**config.mk**
```make
export PLATFORM = sky130hd
export DESIGN_NAME = dmhp_serial_port
export DESIGN_NICKNAME = d
export VERILOG_FILES = /design/src/verilog/dmhp_serial_port.v /design/src/verilog/dmhp_sync.v
export VERILOG_INCLUDE_DIRS = /design/src /design/src/verilog
export SDC_FILE = /design/constraint.sdc
export NUM_CORES = 1
export LEC_CHECK = 0
export ABC_AREA = 1
export BUFFER_PORTS_ARGS = -buffer_cell sky130_fd_sc_hd__clkbuf_2
export CAP_MARGIN = 5
export CORE_ASPECT_RATIO = 0.6
export CORE_MARGIN = 4
export CORE_UTILIZATION = 62
export DETAILED_ROUTE_END_ITERATION = 12
export GPL_ROUTABILITY_DRIVEN = 0
export PLACE_DENSITY = 0.87
export SLEW_MARGIN = 25
export SYNTH_ARGS = -nofsm -noshare
export SYNTH_HDL_FRONTEND = slang
export SYNTH_SLANG_ARGS = --single-unit
export TNS_END_PERCENT = 10
```
**constraint.sdc**
```tcl
create_clock -name clock -period 2.9 [get_ports clock]
set_input_delay 0.58 -clock clock [delete_from_list [all_inputs] [get_ports clock]]
set_output_delay 0.58 -clock clock [all_outputs]
set_load 0.01 [all_outputs]
```
**src/verilog/dmhp_consts.vh**
```
// Purpose: shared constants of the dual mode serial host port
// Assumes: included by bare name from the design files
// Notes:   definitions only
`ifndef DMHP_CONSTS_VH
`define DMHP_CONSTS_VH

// ============================================================
// byte framing
`define DMHP_LAST_BIT     4'h7
`define DMHP_ACK_SLOT     4'h8
`define DMHP_BIT_ZERO     4'h0
`define DMHP_TX_LAST      3'h7
`define DMHP_TX_ZERO      3'h0

// ============================================================
// sub-address map
`define DMHP_SUB_WR_MAX   8'h0F
`define DMHP_SUB_RD_STAT  8'h80
`define DMHP_SUB_RD_ADC   8'h81
// one bit per write sub-address: set where the register is 16 bits wide
`define DMHP_WIDE_MASK    16'h80F7

// ============================================================
// synchroniser reset pattern {mode, select_n, clock, data}
`define DMHP_SYNC_RESET   4'h7

`endif

```
**src/verilog/dmhp_serial_port.v**
```verilog
// Purpose: two-wire / three-wire serial host port writing and reading registers
// Assumes: bus pins are asynchronous; register storage sits outside this block
// Notes:   bus pins are oversampled by clock; bit progress follows bus clock edges, frames follow start, stop and select
//          a stretched host clock is harmless: there is no timeout anywhere
//          pin changes closer than two clocks to a clock edge may be misread
//
// Behaviour
// - mode pin low selects two-wire protocol, high selects three-wire protocol.
// - accesses accepted anytime; bit sequencing driven only by host bus clock edges.
// - two-wire: data change while clock high is a start or stop.
// - falling data with clock high is start; begins a new transfer.
// - rising data with clock high is stop; interface returns to idle.
// - after eight bits the sender releases; receiver pulls low in ninth clock.
// - seven-bit address msb first, then direction bit: 0 write, 1 read.
// - matching address acknowledged, then sub-address 00h..0Fh and data bytes.
// - read: write address, sub 80h/81h, repeated start, read address, eight bits out.
// - three-wire transfers only while select is low; ignored while high.
// - three-wire stream has no slave address; starts with the sub-address.
// - three-wire write: sub 00h..0Fh then data msb first, ended by select high.
// - three-wire read: sub 80h/81h then eight bits out msb first.
// - data pin only ever pulled low; high level comes from the pull-up.
`timescale 1ns/10ps
`default_nettype none
`include "dmhp_consts.vh"

module dmhp_serial_port #(
  // slave address value is arbitrary
  parameter [6:0] SLAVE_ADDR = 7'h2A
) (
  input  wire        clock,
  input  wire        rst_n,
  input  wire        protocolSelectPin,
  input  wire        selectLineN,
  input  wire        serialClockLine,
  input  wire        serialDataLineIn,
  output wire        serialDataLineOut,
  output wire        serialDataLineOe,
  output wire        regWrStrobe,
  output wire [3:0]  regWrAddr,
  output wire [15:0] regWrData,
  output wire        regRdSel,
  output wire        regRdStrobe,
  input  wire [7:0]  regRdData,
  output wire        busActive
);

  // ============================================================
  // states
  localparam [2:0] ST_IDLE   = 3'b000;
  localparam [2:0] ST_ADDR   = 3'b001;
  localparam [2:0] ST_SUB    = 3'b010;
  localparam [2:0] ST_DATA   = 3'b011;
  localparam [2:0] ST_WAITRS = 3'b100;
  localparam [2:0] ST_RLOAD  = 3'b101;
  localparam [2:0] ST_RDATA  = 3'b110;
  localparam [2:0] ST_IGNORE = 3'b111;
  // the ignore state swallows bits until stop, start, select high or a mode change

  // ============================================================
  // helpers
  // write registers are 8 or 16 bits wide depending on their sub-address
  function isWide;
    input [3:0] sub;
    reg [15:0] mask;
    begin
      mask   = `DMHP_WIDE_MASK;
      isWide = mask[sub];
    end
  endfunction

  function isReadSub;
    input [7:0] sub;
    begin
      isReadSub = (sub == `DMHP_SUB_RD_STAT) || (sub == `DMHP_SUB_RD_ADC);
    end
  endfunction

  // ============================================================
  // pin synchronisation
  // all four pins share one chain so their relative timing is kept
  wire [3:0] pinRaw = {protocolSelectPin,
                       selectLineN,
                       serialClockLine,
                       serialDataLineIn};
  wire [3:0] pinSync;
  wire [3:0] pinPrev;

  dmhp_sync #(
    .WIDTH       (4),
    .RESET_VALUE (`DMHP_SYNC_RESET)
  ) u_sync (
    .clock    (clock),
    .rst_n    (rst_n),
    .asyncIn  (pinRaw),
    .syncOut  (pinSync),
    .syncPrev (pinPrev)
  );

  // synchronised pin levels and their previous samples
  wire threeWire    = pinSync[3];
  wire threeWirePrv = pinPrev[3];
  wire selN         = pinSync[2];
  wire sclNow       = pinSync[1];
  wire sclPrv       = pinPrev[1];
  wire sdaNow       = pinSync[0];
  wire sdaPrv       = pinPrev[0];

  // ============================================================
  // bus conditions
  wire sclRise = sclNow & ~sclPrv;
  wire sclFall = ~sclNow & sclPrv;

  // in two-wire mode a data edge with the clock high on both samples is a bus condition
  wire startEv = ~threeWire & sclNow & sclPrv & sdaPrv & ~sdaNow;
  wire stopEv  = ~threeWire & sclNow & sclPrv & ~sdaPrv & sdaNow;
  // three-wire frame is off whenever select is high
  wire frameOff = threeWire & selN;
  // a mode change mid-transfer would leave the protocol ambiguous
  wire modeChange = threeWire ^ threeWirePrv;

  // ============================================================
  // state
  reg [2:0]  state_q;
  reg [3:0]  bitCnt_q;
  reg [7:0]  shift_q;
  // read byte, shifted left once per host clock fall
  reg [7:0]  txReg_q;
  reg [2:0]  txCnt_q;
  reg        ackPend_q;
  reg        ackOn_q;
  reg        sdaOe_q;
  // upper byte of a 16-bit register waits here for its lower byte
  reg        upperSeen_q;
  reg [7:0]  upperByte_q;
  reg [3:0]  wrAddr_q;
  reg [15:0] wrData_q;
  reg        wrStrobe_q;
  reg        rdSel_q;
  reg        rdStrobe_q;
  reg        active_q;

  wire [7:0] newByte = {shift_q[6:0], sdaNow};

  // ============================================================
  // byte framing
  // only these states shift host bits in on the clock rise
  wire       inByte  = (state_q == ST_ADDR) || (state_q == ST_SUB) || (state_q == ST_DATA);
  wire       ackSlot = (bitCnt_q == `DMHP_ACK_SLOT);
  wire       lastBit = (bitCnt_q == `DMHP_LAST_BIT);
  // the ninth clock only exists in two-wire mode
  wire [3:0] bitWrap = threeWire ? `DMHP_BIT_ZERO : `DMHP_ACK_SLOT;
  wire       addrHit = (newByte[7:1] == SLAVE_ADDR);
  wire       subWr   = (newByte <= `DMHP_SUB_WR_MAX);
  wire       txDone  = (txCnt_q == `DMHP_TX_LAST);

  // ============================================================
  // protocol engine
  always @(posedge clock) begin
    if (!rst_n) begin
      state_q     <= ST_IDLE;
      bitCnt_q    <= `DMHP_BIT_ZERO;
      shift_q     <= 8'h00;
      txReg_q     <= 8'h00;
      txCnt_q     <= `DMHP_TX_ZERO;
      ackPend_q   <= 1'b0;
      ackOn_q     <= 1'b0;
      sdaOe_q     <= 1'b0;
      upperSeen_q <= 1'b0;
      upperByte_q <= 8'h00;
      wrAddr_q    <= 4'h0;
      wrData_q    <= 16'h0000;
      wrStrobe_q  <= 1'b0;
      rdSel_q     <= 1'b0;
      rdStrobe_q  <= 1'b0;
      active_q    <= 1'b0;
    end else begin
      wrStrobe_q <= 1'b0;
      rdStrobe_q <= 1'b0;
      active_q   <= (state_q != ST_IDLE);
      // aborts outrank a start seen in the same sample
      if (modeChange || frameOff || stopEv) begin
        // drop everything and release the data pin
        state_q   <= ST_IDLE;
        bitCnt_q  <= `DMHP_BIT_ZERO;
        ackPend_q <= 1'b0;
        ackOn_q   <= 1'b0;
        sdaOe_q   <= 1'b0;
      end else if (startEv) begin
        // also serves as repeated start while waiting for the read address
        state_q     <= ST_ADDR;
        bitCnt_q    <= `DMHP_BIT_ZERO;
        ackPend_q   <= 1'b0;
        ackOn_q     <= 1'b0;
        sdaOe_q     <= 1'b0;
        upperSeen_q <= 1'b0;
      end else if (threeWire && (state_q == ST_IDLE)) begin
        // select is low here: the stream opens with the sub-address
        state_q     <= ST_SUB;
        bitCnt_q    <= `DMHP_BIT_ZERO;
        upperSeen_q <= 1'b0;
      end else if (sclRise) begin
        // bit and acknowledge steps wait for a host clock edge; start, stop and select act without one
        if (ackSlot) begin
          bitCnt_q <= `DMHP_BIT_ZERO;
        end else if (inByte) begin
          shift_q <= newByte;
          if (!lastBit) begin
            bitCnt_q <= bitCnt_q + 4'h1;
          end else begin
            // two-wire inserts an acknowledge slot, three-wire does not
            bitCnt_q <= bitWrap;
            case (state_q)
              ST_ADDR: begin
                if (addrHit) begin
                  ackPend_q <= 1'b1;
                  state_q   <= newByte[0] ? ST_RLOAD : ST_SUB;
                end else begin
                  state_q <= ST_IGNORE;
                end
              end
              ST_SUB: begin
                if (subWr) begin
                  wrAddr_q  <= newByte[3:0];
                  ackPend_q <= ~threeWire;
                  state_q   <= ST_DATA;
                end else if (isReadSub(newByte)) begin
                  rdSel_q   <= newByte[0];
                  ackPend_q <= ~threeWire;
                  state_q   <= threeWire ? ST_RLOAD : ST_WAITRS;
                end else begin
                  // unknown sub-address is neither acknowledged nor used
                  state_q <= ST_IGNORE;
                end
              end
              ST_DATA: begin
                ackPend_q <= ~threeWire;
                if (isWide(wrAddr_q) && !upperSeen_q) begin
                  upperByte_q <= newByte;
                  upperSeen_q <= 1'b1;
                end else begin
                  wrData_q   <= upperSeen_q ? {upperByte_q, newByte} :
                                              {8'h00, newByte};
                  wrStrobe_q <= 1'b1;
                  // surplus bytes are refused until stop or select high
                  state_q    <= ST_IGNORE;
                end
              end
              default: begin
                state_q <= ST_IGNORE;
              end
            endcase
          end
        end
      end else if (sclFall) begin
        // the pin is only ever pulled low just after the clock falls; aborts and starts may release it at any time
        if (ackPend_q) begin
          sdaOe_q   <= 1'b1;
          ackOn_q   <= 1'b1;
          ackPend_q <= 1'b0;
        end else if (state_q == ST_RLOAD) begin
          // this edge also ends an acknowledge still being driven
          txReg_q    <= regRdData;
          sdaOe_q    <= ~regRdData[7];
          txCnt_q    <= `DMHP_TX_ZERO;
          rdStrobe_q <= 1'b1;
          ackOn_q    <= 1'b0;
          state_q    <= ST_RDATA;
        end else if (ackOn_q) begin
          sdaOe_q <= 1'b0;
          ackOn_q <= 1'b0;
        end else if (state_q == ST_RDATA) begin
          if (txDone) begin
            // host slot after the read byte is not examined
            sdaOe_q <= 1'b0;
            state_q <= ST_IGNORE;
          end else begin
            txReg_q <= {txReg_q[6:0], 1'b0};
            sdaOe_q <= ~txReg_q[6];
            txCnt_q <= txCnt_q + 3'h1;
          end
        end
      end
    end
  end

  // ============================================================
  // outputs
  // open drain: the pin is only pulled low, never driven high
  assign serialDataLineOut = 1'b0;
  assign serialDataLineOe  = sdaOe_q;
  assign regWrStrobe       = wrStrobe_q;
  assign regWrAddr         = wrAddr_q;
  assign regWrData         = wrData_q;
  assign regRdSel          = rdSel_q;
  assign regRdStrobe       = rdStrobe_q;
  assign busActive         = active_q;

endmodule

`default_nettype wire

```
**src/verilog/dmhp_sync.v**
```verilog
// Purpose: two-flop synchroniser with one extra stage for edge detection
// Assumes: inputs are asynchronous pins
// Notes:   first stage feeds only the second stage
`timescale 1ns/10ps
`default_nettype none

module dmhp_sync #(
  parameter             WIDTH       = 4,
  parameter [WIDTH-1:0] RESET_VALUE = {WIDTH{1'b0}}
) (
  input  wire             clock,
  input  wire             rst_n,
  input  wire [WIDTH-1:0] asyncIn,
  output wire [WIDTH-1:0] syncOut,
  output wire [WIDTH-1:0] syncPrev
);

  reg [WIDTH-1:0] stage1_q;
  reg [WIDTH-1:0] stage2_q;
  reg [WIDTH-1:0] stage3_q;

  // ============================================================
  // resync chain
  always @(posedge clock) begin
    if (!rst_n) begin
      stage1_q <= RESET_VALUE;
      stage2_q <= RESET_VALUE;
      stage3_q <= RESET_VALUE;
    end else begin
      stage1_q <= asyncIn;
      stage2_q <= stage1_q;
      stage3_q <= stage2_q;
    end
  end

  assign syncOut  = stage2_q;
  assign syncPrev = stage3_q;

endmodule

`default_nettype wire

```
# [Word-level counts from Yosys, hierarchy flattened]
# Memory sizes are Yosys's and may differ from the RTL's. A register that Yosys moved wholly into a read port is not among the register bits.
# Cells that the tools add are included.
[word_totals] elab_cells=197 ramBits=0 ff_bits=72 rom_bits=16 output_inout_bits=26 latchBits=0 memories=1
[mem_list] name="(no name shown)" depth=16 word_bits=1 read_ports=1 rd_clocked_by_memory_dff=1 write_ports=0 line_no="dmhp_serial_port.v:67" rtl="isWide = mask[sub];"
[op_classes] n_lt_le_gt_ge=2 div_mod_pow=0 eq_ne=35 reduce_logical=46 shift=0 mux=60 bitwise_logic=30 n_addsub=2 mul=0
[ops] cell="$reduce_and 9->1" n=7
[ops] cell="$mux 3" n=18
[ops] cell="$mux 7" n=4
[ops] cell="$mux 1" n=27
[ops] cell="$reduce_bool 3->1" n=9
[ops] cell="$mux 4" n=6
[ops] cell="$not 1->1" n=20
[ops] cell="$eq 8x8->1 const B" n=2
[ops] cell="$mux 16" n=1
[ops] cell="$reduce_bool 4->1" n=4
[ops] cell="$ne 3x2->1 const B" n=4
[ops] cell="$ne 4x1->1 const B" n=3
[ops] cell="$ne 4x3->1 const B" n=3
[ops] cell="$reduce_and 10->1" n=1
[ops] cell="$reduce_bool 5->1" n=2
[ops] cell="$and 1x1->1" n=9
[ops] cell="$eq 3x3->1 const B" n=3
[ops] cell="$pmux 3 s3" n=1
[ops] cell="$reduce_or 9->1" n=1
[ops] cell="$le 8x4->1 const B" n=1
[ops] cell="$ne 2x1->1 const B" n=4
[ops] cell="$reduce_and 8->1" n=1
[ops] cell="$eq 7x6->1 const B" n=1
[ops] cell="$reduce_and 7->1" n=1
[ops] cell="other kinds (30)" n=42

# [Logic depth before layout (Yosys ltp)]
[depth] ltp_word=11 depth_mapped=14 ltp_nobuf=13

# [Hierarchy]
# A second synthesis with hierarchy kept.
[unflattened] cells_unflattened=433 hier_area_um2=3364.5
[by_module_without_submodules] mod="dmhp_serial_port" area_per_inst_um2=3020.4 n_inst=1 cells_per_inst=396
[by_module_without_submodules] mod="dmhp_sync" area_per_inst_um2=344.1 n_inst=1 cells_per_inst=37

# [Least setup slack after synthesis]
# OpenSTA, ideal clock, no wires.
[synth_timing] kind="register to register" start="reg u_sync.stage3_q[1], in the netlist u_sync.syncPrev[1]" end="reg txReg_q[3]" n_path_buf=2 setup_time_ns=0.088 synth_period_minus_slack_ns=1.741 slack_ns=1.159 stages_incl_launch_ff=14 required_ns=2.812 t_arrival_ns=1.653 cell_sequence="dfxtp_1 -> inv_1 -> ha_1 -> buf_2 -> inv_2 -> nand2_1 -> nor2_1 -> nand2_1 -> nor2_1 -> nand2_1 -> inv_2 -> buf_6 -> nor2_1 -> a311oi_2"
[synth_via] elab_chain_cells=6
[synth_lines] element="start: declaration" line_no="dmhp_sync.v:20" rtl="reg [WIDTH-1:0] stage3_q;"
[synth_lines] element="start signal: assignment" line_no="dmhp_sync.v:32" rtl="stage3_q <= stage2_q;"
[synth_lines] element="$and 1x1->1" line_no="dmhp_serial_port.v:114, dmhp_serial_port.v:115"
[synth_lines] element="$and 1x1->1 (2 in a row)" line_no="dmhp_serial_port.v:115" rtl="wire stopEv = ~threeWire & sclNow & sclPrv & ~sdaPrv & sdaNow;"
[synth_lines] element="$logic_or 1x1->1" line_no="dmhp_serial_port.v:181" rtl="if (modeChange || frameOff || stopEv) begin"
[synth_lines] element="$not 1->1 (no source line)"
[synth_lines] element="$reduce_and 9->1 (no source line) *"
[synth_lines] element="end signal: assignment" line_no="dmhp_serial_port.v:262" rtl="txReg_q <= regRdData;"
[synth_lines] element="end signal: assignment" line_no="dmhp_serial_port.v:277" rtl="txReg_q <= {txReg_q[6:0], 1'b0};"
[synth_lines] element="end: declaration" line_no="dmhp_serial_port.v:127" rtl="reg [7:0] txReg_q;"
# Every way passes the cells marked *; elsewhere a longest branch is shown, timed or not.
# A chain may end at the register's enable or synchronous reset.

# [Worst setup path after layout]
[layout_timing] start="reg u_sync.stage3_q[1], in the netlist u_sync.syncPrev[1]" end="reg shift_q[2]"
[layout_via] elab_chain_cells=6
[layout_lines] element="$and 1x1->1" line_no="dmhp_serial_port.v:114, dmhp_serial_port.v:115"
[layout_lines] element="$and 1x1->1 (2 in a row)" line_no="dmhp_serial_port.v:115"
[layout_lines] element="$logic_or 1x1->1" line_no="dmhp_serial_port.v:181"
[layout_lines] element="$not 1->1 (no source line)"
[layout_lines] element="$reduce_and 6->1 (no source line) *"
[layout_lines] element="end signal: assignment" line_no="dmhp_serial_port.v:206" rtl="shift_q <= newByte;"
[layout_lines] element="end: declaration" line_no="dmhp_serial_port.v:125" rtl="reg [7:0] shift_q;"
# Marks and branches as above.

==> impl_metrics.json <==
{
  "period_share": 0.762,
  "layout-drive-gt1-share": 0.246,
  "path_clk_slew_ns": 0.07,
  "top_level_ports": 40,
  "power.density_nw_per_um2": 480,
  "seq_area_um2": 1440,
  "drv_slew": 0,
  "grt_max_degree": 26,
  "track_usage": 0.257,
  "antenna_found_initial": 0,
  "worst_pin_slew_ns": 0.592,
  "path_max_fanout": 17,
  "post_drt_wl_per_cell_um": 15.0,
  "die-width_um": 104,
  "area_growth_pct": 9.39,
  "synthDistinctLibCells": 44,
  "synth_ff_type": "dfxtp_1",
  "hold_viol_final": 0,
  "leakagePower_nw": 1.58,
  "port_buffers": 38,
  "multi_input_area_um2": 1660,
  "place_inst": 528,
  "max_clock_freq_mhz": 453,
  "maxSlewHeadroom": 0.606,
  "synth-async-reset-ratio": 0,
  "ant_nets": 0,
  "tns_ns": 0,
  "cp.required_ns": 3.11,
  "rsz0062_at_grt": "false",
  "ir_drop_v": 0.000353,
  "wl_um": 8140,
  "cp-end-kind": "flip-flop",
  "hold_class": "input port to flip-flop",
  "cts_tree": "built",
  "grt_overflow_total": 0,
  "power_mw": 1.81,
  "cts_buffers": 9,
  "status": "complete, no violations",
  "vias_per_cell": 5.75,
  "cts_setup_buffers": 0,
  "syn-num-nets": 459,
  "cts_root_buf": "clkbuf_8",
  "whs_ns": 0.411,
  "worstSkewPairLatency_ns": 0.35,
  "n_antenna_cell": 0,
  "crit_type": "flip-flop to flip-flop",
  "cts.sinks": 72,
  "dieArea_um2": 6840,
  "synth_cells": 439,
  "drc": 0,
  "drtIter0Drc": 475,
  "num_vias": 3115,
  "fin_crit_ns": 2.21,
  "worstSetupStartpointType": "flip-flop",
  "postSynthAreaPerCell_um2": 7.83,
  "dpl.hpwl_um": 5770,
  "clock_path_buffers": 2,
  "core_um2": 5200,
  "final-setup-viol-count": 0,
  "layout.nets": 493,
  "synth-edff-count": 0,
  "postLayoutCoreUtil": 0.722,
  "ys_warn_count": 0,
  "initial_core_util": 0.660,
  "grt_pass1_wl_um": 14000,
  "grt_pass1_vias": 2961,
  "instances_no_fill": 542,
  "critPathArrivalTime_ns": 2.42,
  "synth-seq-cells": 72,
  "fin_skew_ns": 0.00832,
  "ctsHoldBuffers": 0,
  "rows": 20,
  "cts_resized": 0,
  "fp.dieH_um": 65.7,
  "dr.pass1.iters": 5,
  "synth_area_um2": 3440,
  "htreeDepth": 3,
  "maxCapViolations": 0,
  "fillCellCount": 420,
  "seq_area_frac_synth": 0.419
}
==> worst max-delay path, cell delays in order (launching register included) <==
cell	delay, ns
dfxtp_1	0.33
inv_1	0.06
ha_1	0.52
inv_2	0.19
nor2_4	0.26
nand2_1	0.33
o21ai_0	0.31
a21oi_1	0.08
==> state kept, by name, summed over array words and instances (netlist names), 3 cells and up, named ones only <==
register	cells
u_sync.syncPrev	3
state_q	3
u_sync.syncOut	4
u_sync.stage1_q	4
upperByte_q	8
bitCnt_q	4
txCnt_q	3
regWrData	16
shift_q	7
regWrAddr	4
txReg_q	7
==> cell usage after synthesis (all sizes together), types with 7 or more instances <==
master	instances	area (µm²)
nor3	7	57.6
nand2	87	342
nand4	8	65.1
o21ai	44	228
buf	12	108
dfxtp	72	1440
nor2	37	171
nand3	33	220
a21oi	48	297
inv	53	201
==> cell usage in the layout, fill, tap and decap left out, types with 3 or more instances in the layout <==
master     n
nor3_1     5
nor2_4     3
a21oi_1   33
a31oi_1    3
a21oi_2   15
ha_1       6
dfxtp_1   72
inv_2     10
clkbuf_2  38
a311oi_1   3
nand2_2    3
o21ai_0   34
or2_2      6
o21ai_1    8
nand3_2   11
inv_1     42
nand2_1   83
clkbuf_8  10
nor2_1    30
nand3_1   22
nand4_1    7
nor2_2     4
a311oi_2   3
==> metal layers <==
metal / track usage / wire [µm] / vias to the layer above / share of wire
met2: 0.371 / 3320 / 160 / 0.41
met1: 0.343 / 3690 / 1402 / 0.45
met3: 0.105 / 955 / 25 / 0.12
met5: 0 / 0 / - / 0
met4: 0.101 / 173 / 0 / 0.021
li1: - / - / 1528 / -
==> path summary, 6_finish.rpt <==
| path | startpoint | end | slack, ns | cells past startpoint |
|---|---|---|---|---|
| max | u_sync.syncPrev[1]$_SDFF_PN1_ | shift_q[2]$_SDFFE_PN0P_ | 0.69 | 7 |
| min | serialClockLine | u_sync.stage1_q[1]$_SDFF_PN1_ | 0.41 | 2 |
| max reg2reg | u_sync.syncPrev[1]$_SDFF_PN1_ | shift_q[2]$_SDFFE_PN0P_ | 0.69 | 7 |
| min reg2reg | u_sync.stage1_q[0]$_SDFF_PN1_ | u_sync.syncOut[0]$_SDFF_PN1_ | 0.41 | 1 |
==> per-stage QoR <==
step / worst slack [ns] / cell area [µm²]
2_1_floorplan: 1.16 / 3440
3_3_place_gp: 0.894 / 3600
3_5_place_dp: 0.747 / 3600
4_1_cts: 0.747 / 3760
5_1_grt: 0.443 / 3760
6_report: 0.692 / 3760
==> final cells by class <==
class	count	share of cell area
sequential	72	0.383
clock inverter	3	0.00532
multi-input combinational	296	0.442
tap	66	0.0220
clock buffer	11	0.0376
inverter	54	0.0549
timing repair buffer	40	0.0546
==> logic make-up after synthesis <==
family | share of synthesized area
AOI/OAI and AO/OA | 0.195
DFF | 0.419
other | 0.00109
buffers and inverters | 0.0968
adders and majority gates | 0.0218
and+or+nand+nor | 0.266
==> power by group <==
group	switching (mW)	internal [mW]
clock	0.353	0.323
sequential	0.00979	0.999
combinational	0.0836	0.0367
(Power assumes the default switching activity.)
